### config.mk
export PLATFORM = sky130hd
export DESIGN_NAME = ifs_top
export DESIGN_NICKNAME = d
export VERILOG_FILES = /design/src/include/ifs_pkg.sv /design/src/ifs_top.sv
export SDC_FILE = /design/constraint.sdc
export NUM_CORES = 1
export LEC_CHECK = 0
export BUFFER_PORTS_ARGS = -buffer_cell sky130_fd_sc_hd__buf_2
export CORE_MARGIN = 4
export CORE_UTILIZATION = 45
export CTS_BUF_LIST = sky130_fd_sc_hd__clkbuf_8
export DETAILED_ROUTE_END_ITERATION = 10
export PLACE_DENSITY = 0.7
export SLEW_MARGIN = 30
export SYNTH_ARGS = -nofsm -noshare
export SYNTH_HDL_FRONTEND = slang
export SYNTH_SLANG_ARGS = --single-unit
### constraint.sdc
create_clock -name pclk -period 2.95 [get_ports pclk]
set_clock_uncertainty 0.05 [all_clocks]
set_input_delay 0.295 -clock pclk [delete_from_list [all_inputs] [get_ports pclk]]
set_output_delay 0.295 -clock pclk [all_outputs]
set_load 0.02 [all_outputs]
### src/include/ifs_pkg.sv
/*
  Package for the interrupt and fail signalling block: register offsets,
  field positions, reset values, timing constants and shared types.
  Assumes a 50 MHz pclk and a 32-bit APB register bus.
*/
package ifs_pkg;

  // Byte addresses of the registers
  localparam logic [7:0] IFS_CTRL_OFS      = 8'h00;
  localparam logic [7:0] IFS_WAKE_A_OFS    = 8'h04;
  localparam logic [7:0] IFS_WAKE_B_OFS    = 8'h08;
  localparam logic [7:0] IFS_FAIL_STAT_OFS = 8'h0c;
  localparam logic [7:0] IFS_DEVICE_STATUS_OFS  = 8'h10;
  localparam logic [7:0] IFS_WAKE_LVL_OFS  = 8'h14;

  // Control register fields
  localparam int IFS_CTRL_INT_GLOBAL = 0;
  localparam int IFS_CTRL_FO_TEST    = 1;
  localparam int IFS_CTRL_OV_RST_EN  = 2;
  localparam int IFS_CTRL_PFS_LSB    = 4;
  localparam int IFS_CTRL_WEN_LSB    = 8;
  localparam logic [31:0] IFS_CTRL_MASK  = 32'h0000_0f77;
  localparam logic [31:0] IFS_CTRL_RESET = 32'h0000_0000;

  // Device status fields
  localparam int IFS_DEV_FAIL_FLAG = 0;
  localparam int IFS_DEV_WATCHDOG_FAIL_FLAG   = 1;
  localparam int IFS_DEV_HW_CFG    = 2;
  localparam int IFS_DEV_FO_LEVEL  = 3;

  // Highest pin function code that still selects the fail output
  localparam logic [2:0] IFS_PFS_FO_MAX = 3'h2;

  // Wake source bit positions in wake status a
  localparam int IFS_WK_CAN   = 0;
  localparam int IFS_WK_PIN   = 1;
  localparam int IFS_WK_TIMER = 2;

  // Timing, in microseconds, and the clock rate
  localparam int IFS_CLK_MHZ      = 50;
  localparam int IFS_T_PULSE_US   = 100;
  localparam int IFS_T_GAP_US     = 100;
  localparam int IFS_PULSE_CYCLES = IFS_T_PULSE_US * IFS_CLK_MHZ;
  localparam int IFS_GAP_CYCLES   = IFS_T_GAP_US * IFS_CLK_MHZ;

  // Consecutive watchdog failures needed before the fail output fires
  localparam logic [1:0] IFS_WD_LIMIT_LOW_CFG  = 2'h1;
  localparam logic [1:0] IFS_WD_LIMIT_HIGH_CFG = 2'h2;

  typedef enum logic [2:0]
  {
    IFS_MODE_INIT,
    IFS_MODE_NORMAL,
    IFS_MODE_STOP,
    IFS_MODE_SLEEP,
    IFS_MODE_RESTART,
    IFS_MODE_FAILSAFE
  } ifs_mode_type;

  typedef struct packed
  {
    logic wd_trigger_fail;
    logic wd_trigger_ok;
    logic wd_disabled;
    logic thermal_shutdown_level2;
    logic supply_short;
    logic supply_overvoltage;
  } ifs_fail_in_type;

  typedef struct packed
  {
    logic can;
    logic pin;
    logic timer;
    logic gpio;
  } ifs_wake_type;

endpackage

### src/ifs_top.sv
/*
  Interrupt pulse generator and fail output logic with APB registers.
  Assumes events arrive as one-cycle pulses synchronous to pclk, the mode
  comes from the device mode controller, and the bench resolves the
  interrupt and fail pins from the output enables.
*/
// Summary of operation
// RULE_01 - Interrupt pulls output low for nominal 100 us in Normal or Stop.
// RULE_02 - Output stays high at least 100 us between two pulses.
// RULE_03 - An interrupt pulse never changes the operating mode.
// RULE_04 - With global bit 0 only wake events raise interrupts.
// RULE_05 - A wake event interrupts only when its source is enabled.
// RULE_06 - With global bit 1 failure flags also raise interrupts.
// RULE_07 - Reset-forcing errors, power-on and device status never interrupt.
// RULE_08 - No pulse in Restart, Fail-Safe or Sleep mode.
// RULE_09 - Entering Stop with wake status still set raises an interrupt.
// RULE_10 - Status updates at pulse falling edge, held until cleared.
// RULE_11 - Host may re-read a status register after clearing it.
// RULE_12 - In Init the interrupt pin is sampled as configuration input.
// RULE_13 - Multipurpose pin defaults to open-drain active-low fail output.
// RULE_14 - Watchdog failure fires fail output: 2nd in cfg 3-4, 1st otherwise.
// RULE_15 - Thermal, supply short, and enabled overvoltage fire fail output.
// RULE_16 - Fail output sets fail flag and requests Fail-Safe for non-watchdog.
// RULE_17 - Activated fail output stays low in every mode until released.
// RULE_18 - Release in Normal needs no cause, flag cleared, watchdog fail gone.
// RULE_19 - Watchdog fail flag clears on Sleep, other Fail-Safe, Stop disable.
// RULE_20 - Test bit drives fail output; clearing it releases with no failure.
// RULE_21 - Test-only activation switches off on entering Restart.
// RULE_22 - Test bit always writable but only acts with fail function selected.
// RULE_23 - Pin function codes 000 to 010 select the fail output.
// RULE_24 - Pulse width and gap are counted in oscillator ticks.
// RULE_25 - Events during a pulse or gap merge into the next pulse.
`timescale 1ns/1ps
`default_nettype none
module ifs_top
  import ifs_pkg::*;
#(
  parameter int PULSE_CYCLES = IFS_PULSE_CYCLES,
  parameter int GAP_CYCLES   = IFS_GAP_CYCLES,
  parameter int FAIL_BITS    = 8
)
(
  input  wire logic                 pclk,
  input  wire logic                 presetn,
  input  wire logic                 clk_en,
  input  wire logic                 psel,
  input  wire logic                 penable,
  input  wire logic                 pwrite,
  input  wire logic [7:0]           paddr,
  input  wire logic [31:0]          pwdata,
  output logic      [31:0]          prdata,
  output logic                      pready,
  output logic                      pslverr,
  input  wire ifs_mode_type         mode,
  input  wire logic [1:0]           dev_config,
  input  wire ifs_wake_type         wake_event,
  input  wire ifs_wake_type         wake_level,
  input  wire logic [FAIL_BITS-1:0] fail_event,
  input  wire ifs_fail_in_type      fail_in,
  input  wire logic                 intn_in,
  output logic                      intn_out,
  output logic                      intn_oe,
  input  wire logic                 fo_in,
  output logic                      fo_out,
  output logic                      fo_oe,
  output logic                      failsafe_request,
  output logic                      watchdog_fail_flag_request
);

  typedef enum logic [1:0]
  {
    IFS_ST_IDLE,
    IFS_ST_LOW,
    IFS_ST_GAP
  } ifs_state_type;

  localparam logic [15:0] PULSE_LAST = 16'(PULSE_CYCLES - 1);
  localparam logic [15:0] GAP_LAST   = 16'(GAP_CYCLES - 1);

  logic [31:0]          ctrl_reg;
  logic [2:0]           wake_a_reg;
  logic                 wake_b_reg;
  logic [FAIL_BITS-1:0] fail_stat_reg;
  logic [2:0]           pend_a_reg;
  logic                 pend_b_reg;
  logic [FAIL_BITS-1:0] pend_f_reg;
  logic                 stop_req_reg;
  ifs_state_type        state_reg;
  logic [15:0]          count_reg;
  logic                 intn_reg;
  logic                 hw_cfg_reg;
  logic                 fail_flag_reg;
  logic                 watchdog_fail_flag_reg;
  logic [1:0]           wd_count_reg;
  logic                 fail_active_reg;
  logic                 fo_drive_reg;
  logic                 failsafe_req_reg;
  logic                 wd_req_reg;
  ifs_mode_type         mode_prev_reg;
  logic [31:0]          prdata_reg;

  logic                 wr_access;
  logic                 rd_setup;
  logic                 addr_ok;
  logic                 int_mode;
  logic                 stop_entry;
  logic                 restart_entry;
  logic                 sleep_entry;
  logic                 failsafe_entry;
  logic [3:0]           wake_en;
  logic [2:0]           cause_a;
  logic                 cause_b;
  logic [FAIL_BITS-1:0] cause_f;
  logic                 irq_cause;
  logic                 pulse_start;
  logic                 merge;
  logic                 wd_fire;
  logic                 nonwd_cause;
  logic                 cond_present;
  logic                 fo_select;
  logic                 test_bit;
  logic [1:0]           wd_limit;

  function automatic logic ifs_w1c(input logic [7:0]  ofs,
                                   input logic [7:0]  addr,
                                   input logic        wr,
                                   input logic [31:0] data,
                                   input int          bitpos);
    return wr && (addr == ofs) && data[bitpos];
  endfunction

  function automatic logic ifs_decode(input logic [7:0] addr);
    return (addr == IFS_CTRL_OFS) || (addr == IFS_WAKE_A_OFS) ||
           (addr == IFS_WAKE_B_OFS) || (addr == IFS_FAIL_STAT_OFS) ||
           (addr == IFS_DEVICE_STATUS_OFS) || (addr == IFS_WAKE_LVL_OFS);
  endfunction

  // Zero-wait slave: read data is loaded at the setup edge
  assign wr_access = psel && penable && pwrite && addr_ok && clk_en;
  assign rd_setup  = psel && !penable && clk_en;
  assign addr_ok   = ifs_decode(paddr);
  assign pready    = 1'b1;
  assign pslverr   = psel && penable && !addr_ok;
  assign prdata    = prdata_reg;

  assign int_mode       = (mode == IFS_MODE_NORMAL) ||
                          (mode == IFS_MODE_STOP); // RULE_08
  assign stop_entry     = (mode == IFS_MODE_STOP) &&
                          (mode_prev_reg != IFS_MODE_STOP);
  assign restart_entry  = (mode == IFS_MODE_RESTART) &&
                          (mode_prev_reg != IFS_MODE_RESTART);
  assign sleep_entry    = (mode == IFS_MODE_SLEEP) &&
                          (mode_prev_reg != IFS_MODE_SLEEP);
  assign failsafe_entry = (mode == IFS_MODE_FAILSAFE) &&
                          (mode_prev_reg != IFS_MODE_FAILSAFE);

  assign wake_en   = ctrl_reg[IFS_CTRL_WEN_LSB +: 4];
  assign cause_a   = pend_a_reg & wake_en[2:0]; // RULE_05
  assign cause_b   = pend_b_reg & wake_en[3]; // RULE_05
  // Only the general failure flags reach here; reset-forcing errors
  // and device status have no path into the pending set.
  assign cause_f   = ctrl_reg[IFS_CTRL_INT_GLOBAL] ?
                     pend_f_reg : '0; // RULE_04 RULE_06 RULE_07
  assign irq_cause = int_mode && ((|cause_a) || cause_b || (|cause_f));
  assign pulse_start = (state_reg == IFS_ST_IDLE) && int_mode &&
                       (irq_cause || stop_req_reg);
  // Non-interrupting events become visible at once; interrupting ones
  // wait for the falling edge of their pulse.
  assign merge = pulse_start || !irq_cause; // RULE_10

  always_ff @(posedge pclk or negedge presetn)
  begin
    if (!presetn)
      mode_prev_reg <= IFS_MODE_INIT;
    else if (clk_en)
      mode_prev_reg <= mode;
  end

  always_ff @(posedge pclk or negedge presetn)
  begin
    if (!presetn)
      prdata_reg <= 32'h0000_0000;
    else if (rd_setup)
    begin
      case (paddr)
        IFS_CTRL_OFS:      prdata_reg <= ctrl_reg;
        IFS_WAKE_A_OFS:    prdata_reg <= {29'h0, wake_a_reg};
        IFS_WAKE_B_OFS:    prdata_reg <= {31'h0, wake_b_reg};
        IFS_FAIL_STAT_OFS: prdata_reg <= 32'(fail_stat_reg);
        IFS_DEVICE_STATUS_OFS:  prdata_reg <= {28'h0, fo_in, hw_cfg_reg,
                                          watchdog_fail_flag_reg, fail_flag_reg};
        IFS_WAKE_LVL_OFS:  prdata_reg <= {28'h0, wake_level};
        default:           prdata_reg <= 32'h0000_0000;
      endcase
    end
  end

  // Control register; the test bit stays writable in any pin function
  always_ff @(posedge pclk or negedge presetn)
  begin
    if (!presetn)
      ctrl_reg <= IFS_CTRL_RESET;
    else if (clk_en)
    begin
      if (wr_access && (paddr == IFS_CTRL_OFS))
        ctrl_reg <= pwdata & IFS_CTRL_MASK; // RULE_22
      else if (restart_entry)
        ctrl_reg[IFS_CTRL_FO_TEST] <= 1'b0; // RULE_21
    end
  end

  // Pending events, merged into visible status; a set beats a clear
  always_ff @(posedge pclk or negedge presetn)
  begin
    if (!presetn)
    begin
      pend_a_reg <= 3'h0;
      pend_b_reg <= 1'b0;
      pend_f_reg <= '0;
    end
    else if (clk_en)
    begin
      pend_a_reg <= (merge ? 3'h0 : pend_a_reg) |
                    {wake_event.timer, wake_event.pin,
                     wake_event.can}; // RULE_25
      pend_b_reg <= (merge ? 1'b0 : pend_b_reg) | wake_event.gpio;
      pend_f_reg <= (merge ? '0 : pend_f_reg) | fail_event; // RULE_25
    end
  end

  always_ff @(posedge pclk or negedge presetn)
  begin
    if (!presetn)
    begin
      wake_a_reg    <= 3'h0;
      wake_b_reg    <= 1'b0;
      fail_stat_reg <= '0;
    end
    else if (clk_en)
    begin
      for (int i = 0; i < 3; i++)
        wake_a_reg[i] <= (wake_a_reg[i] &
                          !ifs_w1c(IFS_WAKE_A_OFS, paddr, wr_access,
                                   pwdata, i)) |
                         (merge & pend_a_reg[i]); // RULE_10
      wake_b_reg <= (wake_b_reg &
                     !ifs_w1c(IFS_WAKE_B_OFS, paddr, wr_access,
                              pwdata, 0)) |
                    (merge & pend_b_reg); // RULE_10
      for (int i = 0; i < FAIL_BITS; i++)
        fail_stat_reg[i] <= (fail_stat_reg[i] &
                             !ifs_w1c(IFS_FAIL_STAT_OFS, paddr, wr_access,
                                      pwdata, i)) |
                            (merge & pend_f_reg[i]); // RULE_10
    end
  end

  // Stop entry with leftover wake status asks for one pulse
  always_ff @(posedge pclk or negedge presetn)
  begin
    if (!presetn)
      stop_req_reg <= 1'b0;
    else if (clk_en)
    begin
      if (stop_entry && ((|wake_a_reg) || wake_b_reg))
        stop_req_reg <= 1'b1; // RULE_09
      else if (pulse_start || !int_mode)
        stop_req_reg <= 1'b0;
    end
  end

  // Pulse timer; it only drives the pin and never touches the mode
  always_ff @(posedge pclk or negedge presetn)
  begin
    if (!presetn)
    begin
      state_reg <= IFS_ST_IDLE;
      count_reg <= 16'h0000;
      intn_reg  <= 1'b1;
    end
    else if (clk_en)
    begin
      case (state_reg)
        IFS_ST_IDLE:
        begin
          if (pulse_start)
          begin
            state_reg <= IFS_ST_LOW; // RULE_03
            count_reg <= 16'h0000;
            intn_reg  <= 1'b0; // RULE_01
          end
        end
        IFS_ST_LOW:
        begin
          // Leaving the pulsing modes cuts the pulse short
          if ((count_reg == PULSE_LAST) || !int_mode)
          begin
            state_reg <= IFS_ST_GAP;
            count_reg <= 16'h0000;
            intn_reg  <= 1'b1; // RULE_01 RULE_08
          end
          else
            count_reg <= count_reg + 16'h0001; // RULE_24
        end
        IFS_ST_GAP:
        begin
          if (count_reg == GAP_LAST)
            state_reg <= IFS_ST_IDLE; // RULE_02
          else
            count_reg <= count_reg + 16'h0001; // RULE_24
        end
        default:
        begin
          state_reg <= IFS_ST_IDLE;
          count_reg <= 16'h0000;
          intn_reg  <= 1'b1;
        end
      endcase
    end
  end

  // In Init the pin is an input; its level picks the configuration
  always_ff @(posedge pclk or negedge presetn)
  begin
    if (!presetn)
      hw_cfg_reg <= 1'b0;
    else if (clk_en && (mode == IFS_MODE_INIT))
      hw_cfg_reg <= intn_in; // RULE_12
  end

  assign intn_out = intn_reg;
  assign intn_oe  = (mode != IFS_MODE_INIT); // RULE_12

  assign wd_limit     = dev_config[1] ? IFS_WD_LIMIT_HIGH_CFG :
                        IFS_WD_LIMIT_LOW_CFG; // RULE_14
  // Widened so a saturated count of 3 cannot wrap and hide a failure
  assign wd_fire      = fail_in.wd_trigger_fail &&
                        (({1'b0, wd_count_reg} + 3'h1) >=
                         {1'b0, wd_limit}); // RULE_14
  assign nonwd_cause  = fail_in.thermal_shutdown_level2 ||
                        fail_in.supply_short ||
                        (fail_in.supply_overvoltage &&
                         ctrl_reg[IFS_CTRL_OV_RST_EN]); // RULE_15
  assign cond_present = fail_in.thermal_shutdown_level2 ||
                        fail_in.supply_short ||
                        fail_in.supply_overvoltage; // RULE_18

  // Consecutive watchdog failure count, reset by a good trigger
  always_ff @(posedge pclk or negedge presetn)
  begin
    if (!presetn)
      wd_count_reg <= 2'h0;
    else if (clk_en)
    begin
      if (fail_in.wd_trigger_ok)
        wd_count_reg <= 2'h0;
      else if (fail_in.wd_trigger_fail && (wd_count_reg != 2'h3))
        wd_count_reg <= wd_count_reg + 2'h1; // RULE_14
    end
  end

  always_ff @(posedge pclk or negedge presetn)
  begin
    if (!presetn)
      watchdog_fail_flag_reg <= 1'b0;
    else if (clk_en)
    begin
      if (wd_fire)
        watchdog_fail_flag_reg <= 1'b1;
      else if (fail_in.wd_trigger_ok || sleep_entry ||
               (failsafe_entry && nonwd_cause) ||
               ((mode == IFS_MODE_STOP) && fail_in.wd_disabled))
        watchdog_fail_flag_reg <= 1'b0; // RULE_18 RULE_19
    end
  end

  always_ff @(posedge pclk or negedge presetn)
  begin
    if (!presetn)
      fail_flag_reg <= 1'b0;
    else if (clk_en)
    begin
      if (fo_select && (wd_fire || nonwd_cause))
        fail_flag_reg <= 1'b1; // RULE_16
      else if (ifs_w1c(IFS_DEVICE_STATUS_OFS, paddr, wr_access, pwdata,
                       IFS_DEV_FAIL_FLAG))
        fail_flag_reg <= 1'b0;
    end
  end

  // Latched failure; released only in Normal once everything is clear
  always_ff @(posedge pclk or negedge presetn)
  begin
    if (!presetn)
      fail_active_reg <= 1'b0;
    else if (clk_en)
    begin
      if (fo_select && (wd_fire || nonwd_cause))
        fail_active_reg <= 1'b1; // RULE_14 RULE_15 RULE_17
      else if ((mode == IFS_MODE_NORMAL) && !cond_present &&
               !fail_flag_reg && !watchdog_fail_flag_reg)
        fail_active_reg <= 1'b0; // RULE_18
    end
  end

  always_ff @(posedge pclk or negedge presetn)
  begin
    if (!presetn)
    begin
      failsafe_req_reg <= 1'b0;
      wd_req_reg       <= 1'b0;
    end
    else if (clk_en)
    begin
      failsafe_req_reg <= fo_select && nonwd_cause; // RULE_16
      wd_req_reg       <= fo_select && wd_fire;
    end
  end

  assign failsafe_request = failsafe_req_reg;
  assign watchdog_fail_flag_request  = wd_req_reg;

  assign fo_select = (ctrl_reg[IFS_CTRL_PFS_LSB +: 3] <=
                      IFS_PFS_FO_MAX); // RULE_13 RULE_23
  assign test_bit  = ctrl_reg[IFS_CTRL_FO_TEST];

  // Open-drain pin: the output only ever pulls low
  always_ff @(posedge pclk or negedge presetn)
  begin
    if (!presetn)
      fo_drive_reg <= 1'b0;
    else if (clk_en)
      fo_drive_reg <= fo_select &&
                      (fail_active_reg || test_bit); // RULE_20 RULE_22
  end

  assign fo_out = 1'b0;
  assign fo_oe  = fo_drive_reg; // RULE_13 RULE_17

endmodule
`default_nettype wire

==> qor.yml <==
run:
  cap_violations: 0
setup_path:
  start_kind: "register"
  cp_max_fo: 16
  cp.depth: 5
  startpoint: "count_reg[13]$_DFFE_PN0P_"
  required_ps: 3140
  max_stage_delay_ps: 650
  critical_path_class: "reg2reg"
  worstRegToRegCells: 5
  crit_family: "simple AND/OR/NAND/NOR gates"
  crit_path_end_kind: "register"
  reg2reg_from: "count_reg[13]$_DFFE_PN0P_"
  critical_path_arrival_ps: 2890
  crit_chain: "or4b_1 > or4_1 > a31o_4 > a211o_1 > a22o_1"
  crit_slowest_cell: "or4_1"
  path_buf_inv: 0
global_routing:
  antenna_found_initial: 0
  grt_pass1_vias: 3432
  use_met3: 0.0284
  grt_usage: 0.191
  use_met2: 0.289
  grt_first_pass_wirelength_um: 17000
  grt_use_met1: 0.275
  grt_overflow: 0
  grt_max_degree: 79
  grt.busiest_layer: "met2"
outcome:
  status: "completed"
clock_tree:
  cts_sinks: 78
  clk_latency_ps: 360
  cts_max_path_buffers: 2
  cts-buffers-inserted: 9
  htreeDepth: 3
  path_clk_slew_ps: 80
  clockRootBuffer: "clkbuf_8"
  cts_tree: "yes"
placement:
  place.gp.congestion: 0.817
  dpl.hpwl_um: 7390
  portBuffers: 71
logic_synthesis:
  synth_compound_area_frac: 0.197
  ys_ff_latch: 78
  syn_area_per_cell_sq_um: 10.2
  synthSimpleGateAreaFrac: 0.165
  synth_top_family_by_area: "compound AO/OA/AOI/OAI gates"
  synth-xor-area-share: 0.00209
  synth_seq_area_share: 0.465
  ys.flop_type: "dfrtp_1"
  synthCells: 413
  ys_warn_count: 0
  synth_fa_ha_area_frac: 0.0256
  synth_area_sq_mm: 0.00420
  synth_mux_area_frac: 0.0677
  ys_types: 53
  synth_async_sr_flop_share: 1.00
  synth_edf_count: 0
floorplan:
  start_util: 0.472
  dieArea_sq_mm: 0.0109
  coreArea_sq_mm: 0.00889
  num_rows: 34
  io_pins: 115
  chipHeight_um: 105
  fp.dieW_um: 105
cells_and_area:
  layout_commonest_cell: "dfrtp_1"
  layout.nets: 565
  drive_gt1_frac: 0.253
  final_cell_mix: "dfrtp_1, buf_2, nand2_1"
  n_antenna_cell: 0
  fin_util: 0.542
  largest_register_ff_count: 16
  syn_to_final_growth_pct: 14.7
hold_path:
  hold_class: "in2reg"
  worst_hold_startpoint: "fail_event[4]"
  holdPathStages: 2
sta:
  max_freq_mhz: 371
  worstMarginPinSlew_ps: 690
  timing.slew.headroom: 0.540
  grt_setup_unrepaired: "no"
  fin_crit_sh: 0.913
  hold_viol_final: 0
  setup_violations: 0
  setup_tns_ps: 0
  finalMaxSlewViolations: 0
  period_needed_ps: 2690
detailed_routing:
  drt_iter0_drc: 298
  wl_per_cell_um: 17.1
  via_count: 3532
  drtAntennaViolNets: 0
  drc: 0
  dr.pass1.iters: 5
  vias_per_cell: 5.94
  drt_wl_total_um: 10200
power_and_ir_drop:
  powerDensity_mw_per_mm2: 556
  vdd_drop_max_mv: 0.300
  power.leakage_nw: 2.21
metal layers:
metal	share of wire	wire [um]
met4	0.021	210
met1	0.46	4700
met2	0.45	4620
met5	0	0
met3	0.063	645
layout make-up:
| type | instances | area (sq um) |
|---|---|---|
| inverters | 16 | 60.1 |
| clock buffers | 9 | 124 |
| clock inverters | 7 | 73.8 |
| repair buffers | 83 | 454 |
| fillers | 819 | 4080 |
| well taps | 108 | 135 |
| flip-flops and latches | 78 | 1950 |
| multi-input cells | 294 | 2010 |
power breakdown:
group	total [mW]	leakage, nW	switching, mW	internal, mW
registers	1.20	0.969	0.0557	1.14
clock network	0.808	0.105	0.414	0.394
logic	0.672	1.14	0.419	0.253
logic make-up after synthesis:
family          after synthesis
compound gates              111
flops                        78
other cells                   2
xor+xnor                      1
fa+ha+maj                     8
mux                          23
buf+inv                      61
simple gates                129
through the flow:
stage                     total power, mW  hold WS [ps]  area [sq um]  setup WS (ps)  std cells
after detailed placement             1.88           416          4600            259        578
final                                2.68           108          4810            256        595
after global routing                 2.82           109          4810            189        595
after floorplan                      1.70         -50.6          4270            468        433
after global placement               1.85           406          4600            309        578
after CTS                            2.68          78.2          4800            259        594
worst paths after layout:
| path | to | slack [ps] |
|---|---|---|
| max | count_reg[4]$_DFFE_PN0P_ | 260 |
| max in group asynchronous | wake_a_reg[1]$_DFFE_PN0P_ | 1900 |
| max reg2reg | count_reg[4]$_DFFE_PN0P_ | 260 |
| min | pend_f_reg[4]$_DFFE_PN0P_ | 110 |
| min reg2reg | prdata[4]$_DFFE_PN0P_ | 430 |
| min in group asynchronous | prdata[4]$_DFFE_PN0P_ | 480 |
what timing repair did:
item	in CTS	in global routing
gates resized for setup	0	0
setup buffers	0	0
hold buffers	0	1
hold endpoints to repair	0	55
synth_stat cells, drive strengths merged (2+ instances only):
master  count  share of area
a21oi       5         0.0060
mux2       13          0.035
nor3        6         0.0072
nand4       8          0.012
nor3b       5         0.0089
or2         2         0.0030
nor4        5         0.0075
nor2b       3         0.0045
nand3      18          0.021
o22ai       6         0.0089
or4         5         0.0089
conb        2         0.0018
nor2       11         0.0098
mux2i       7          0.017
a22oi       7          0.013
and2        3         0.0045
nand2b      3         0.0045
or4b        3         0.0072
a21o        4         0.0072
buf        28          0.046
o211ai      4         0.0072
mux4        3          0.016
nand2      40          0.036
o31ai       9          0.016
a211oi     11          0.020
ha          7          0.021
or3         2         0.0030
a22o       32          0.067
nor4b       3         0.0063
o31a        3         0.0063
clkbuf     17          0.015
a31o        3         0.0083
and3        6         0.0089
nand3b      4         0.0072
o21ai      20          0.024
inv        16          0.014
dfrtp      77           0.46
Note: power is estimated with default switching activity, not from simulation.
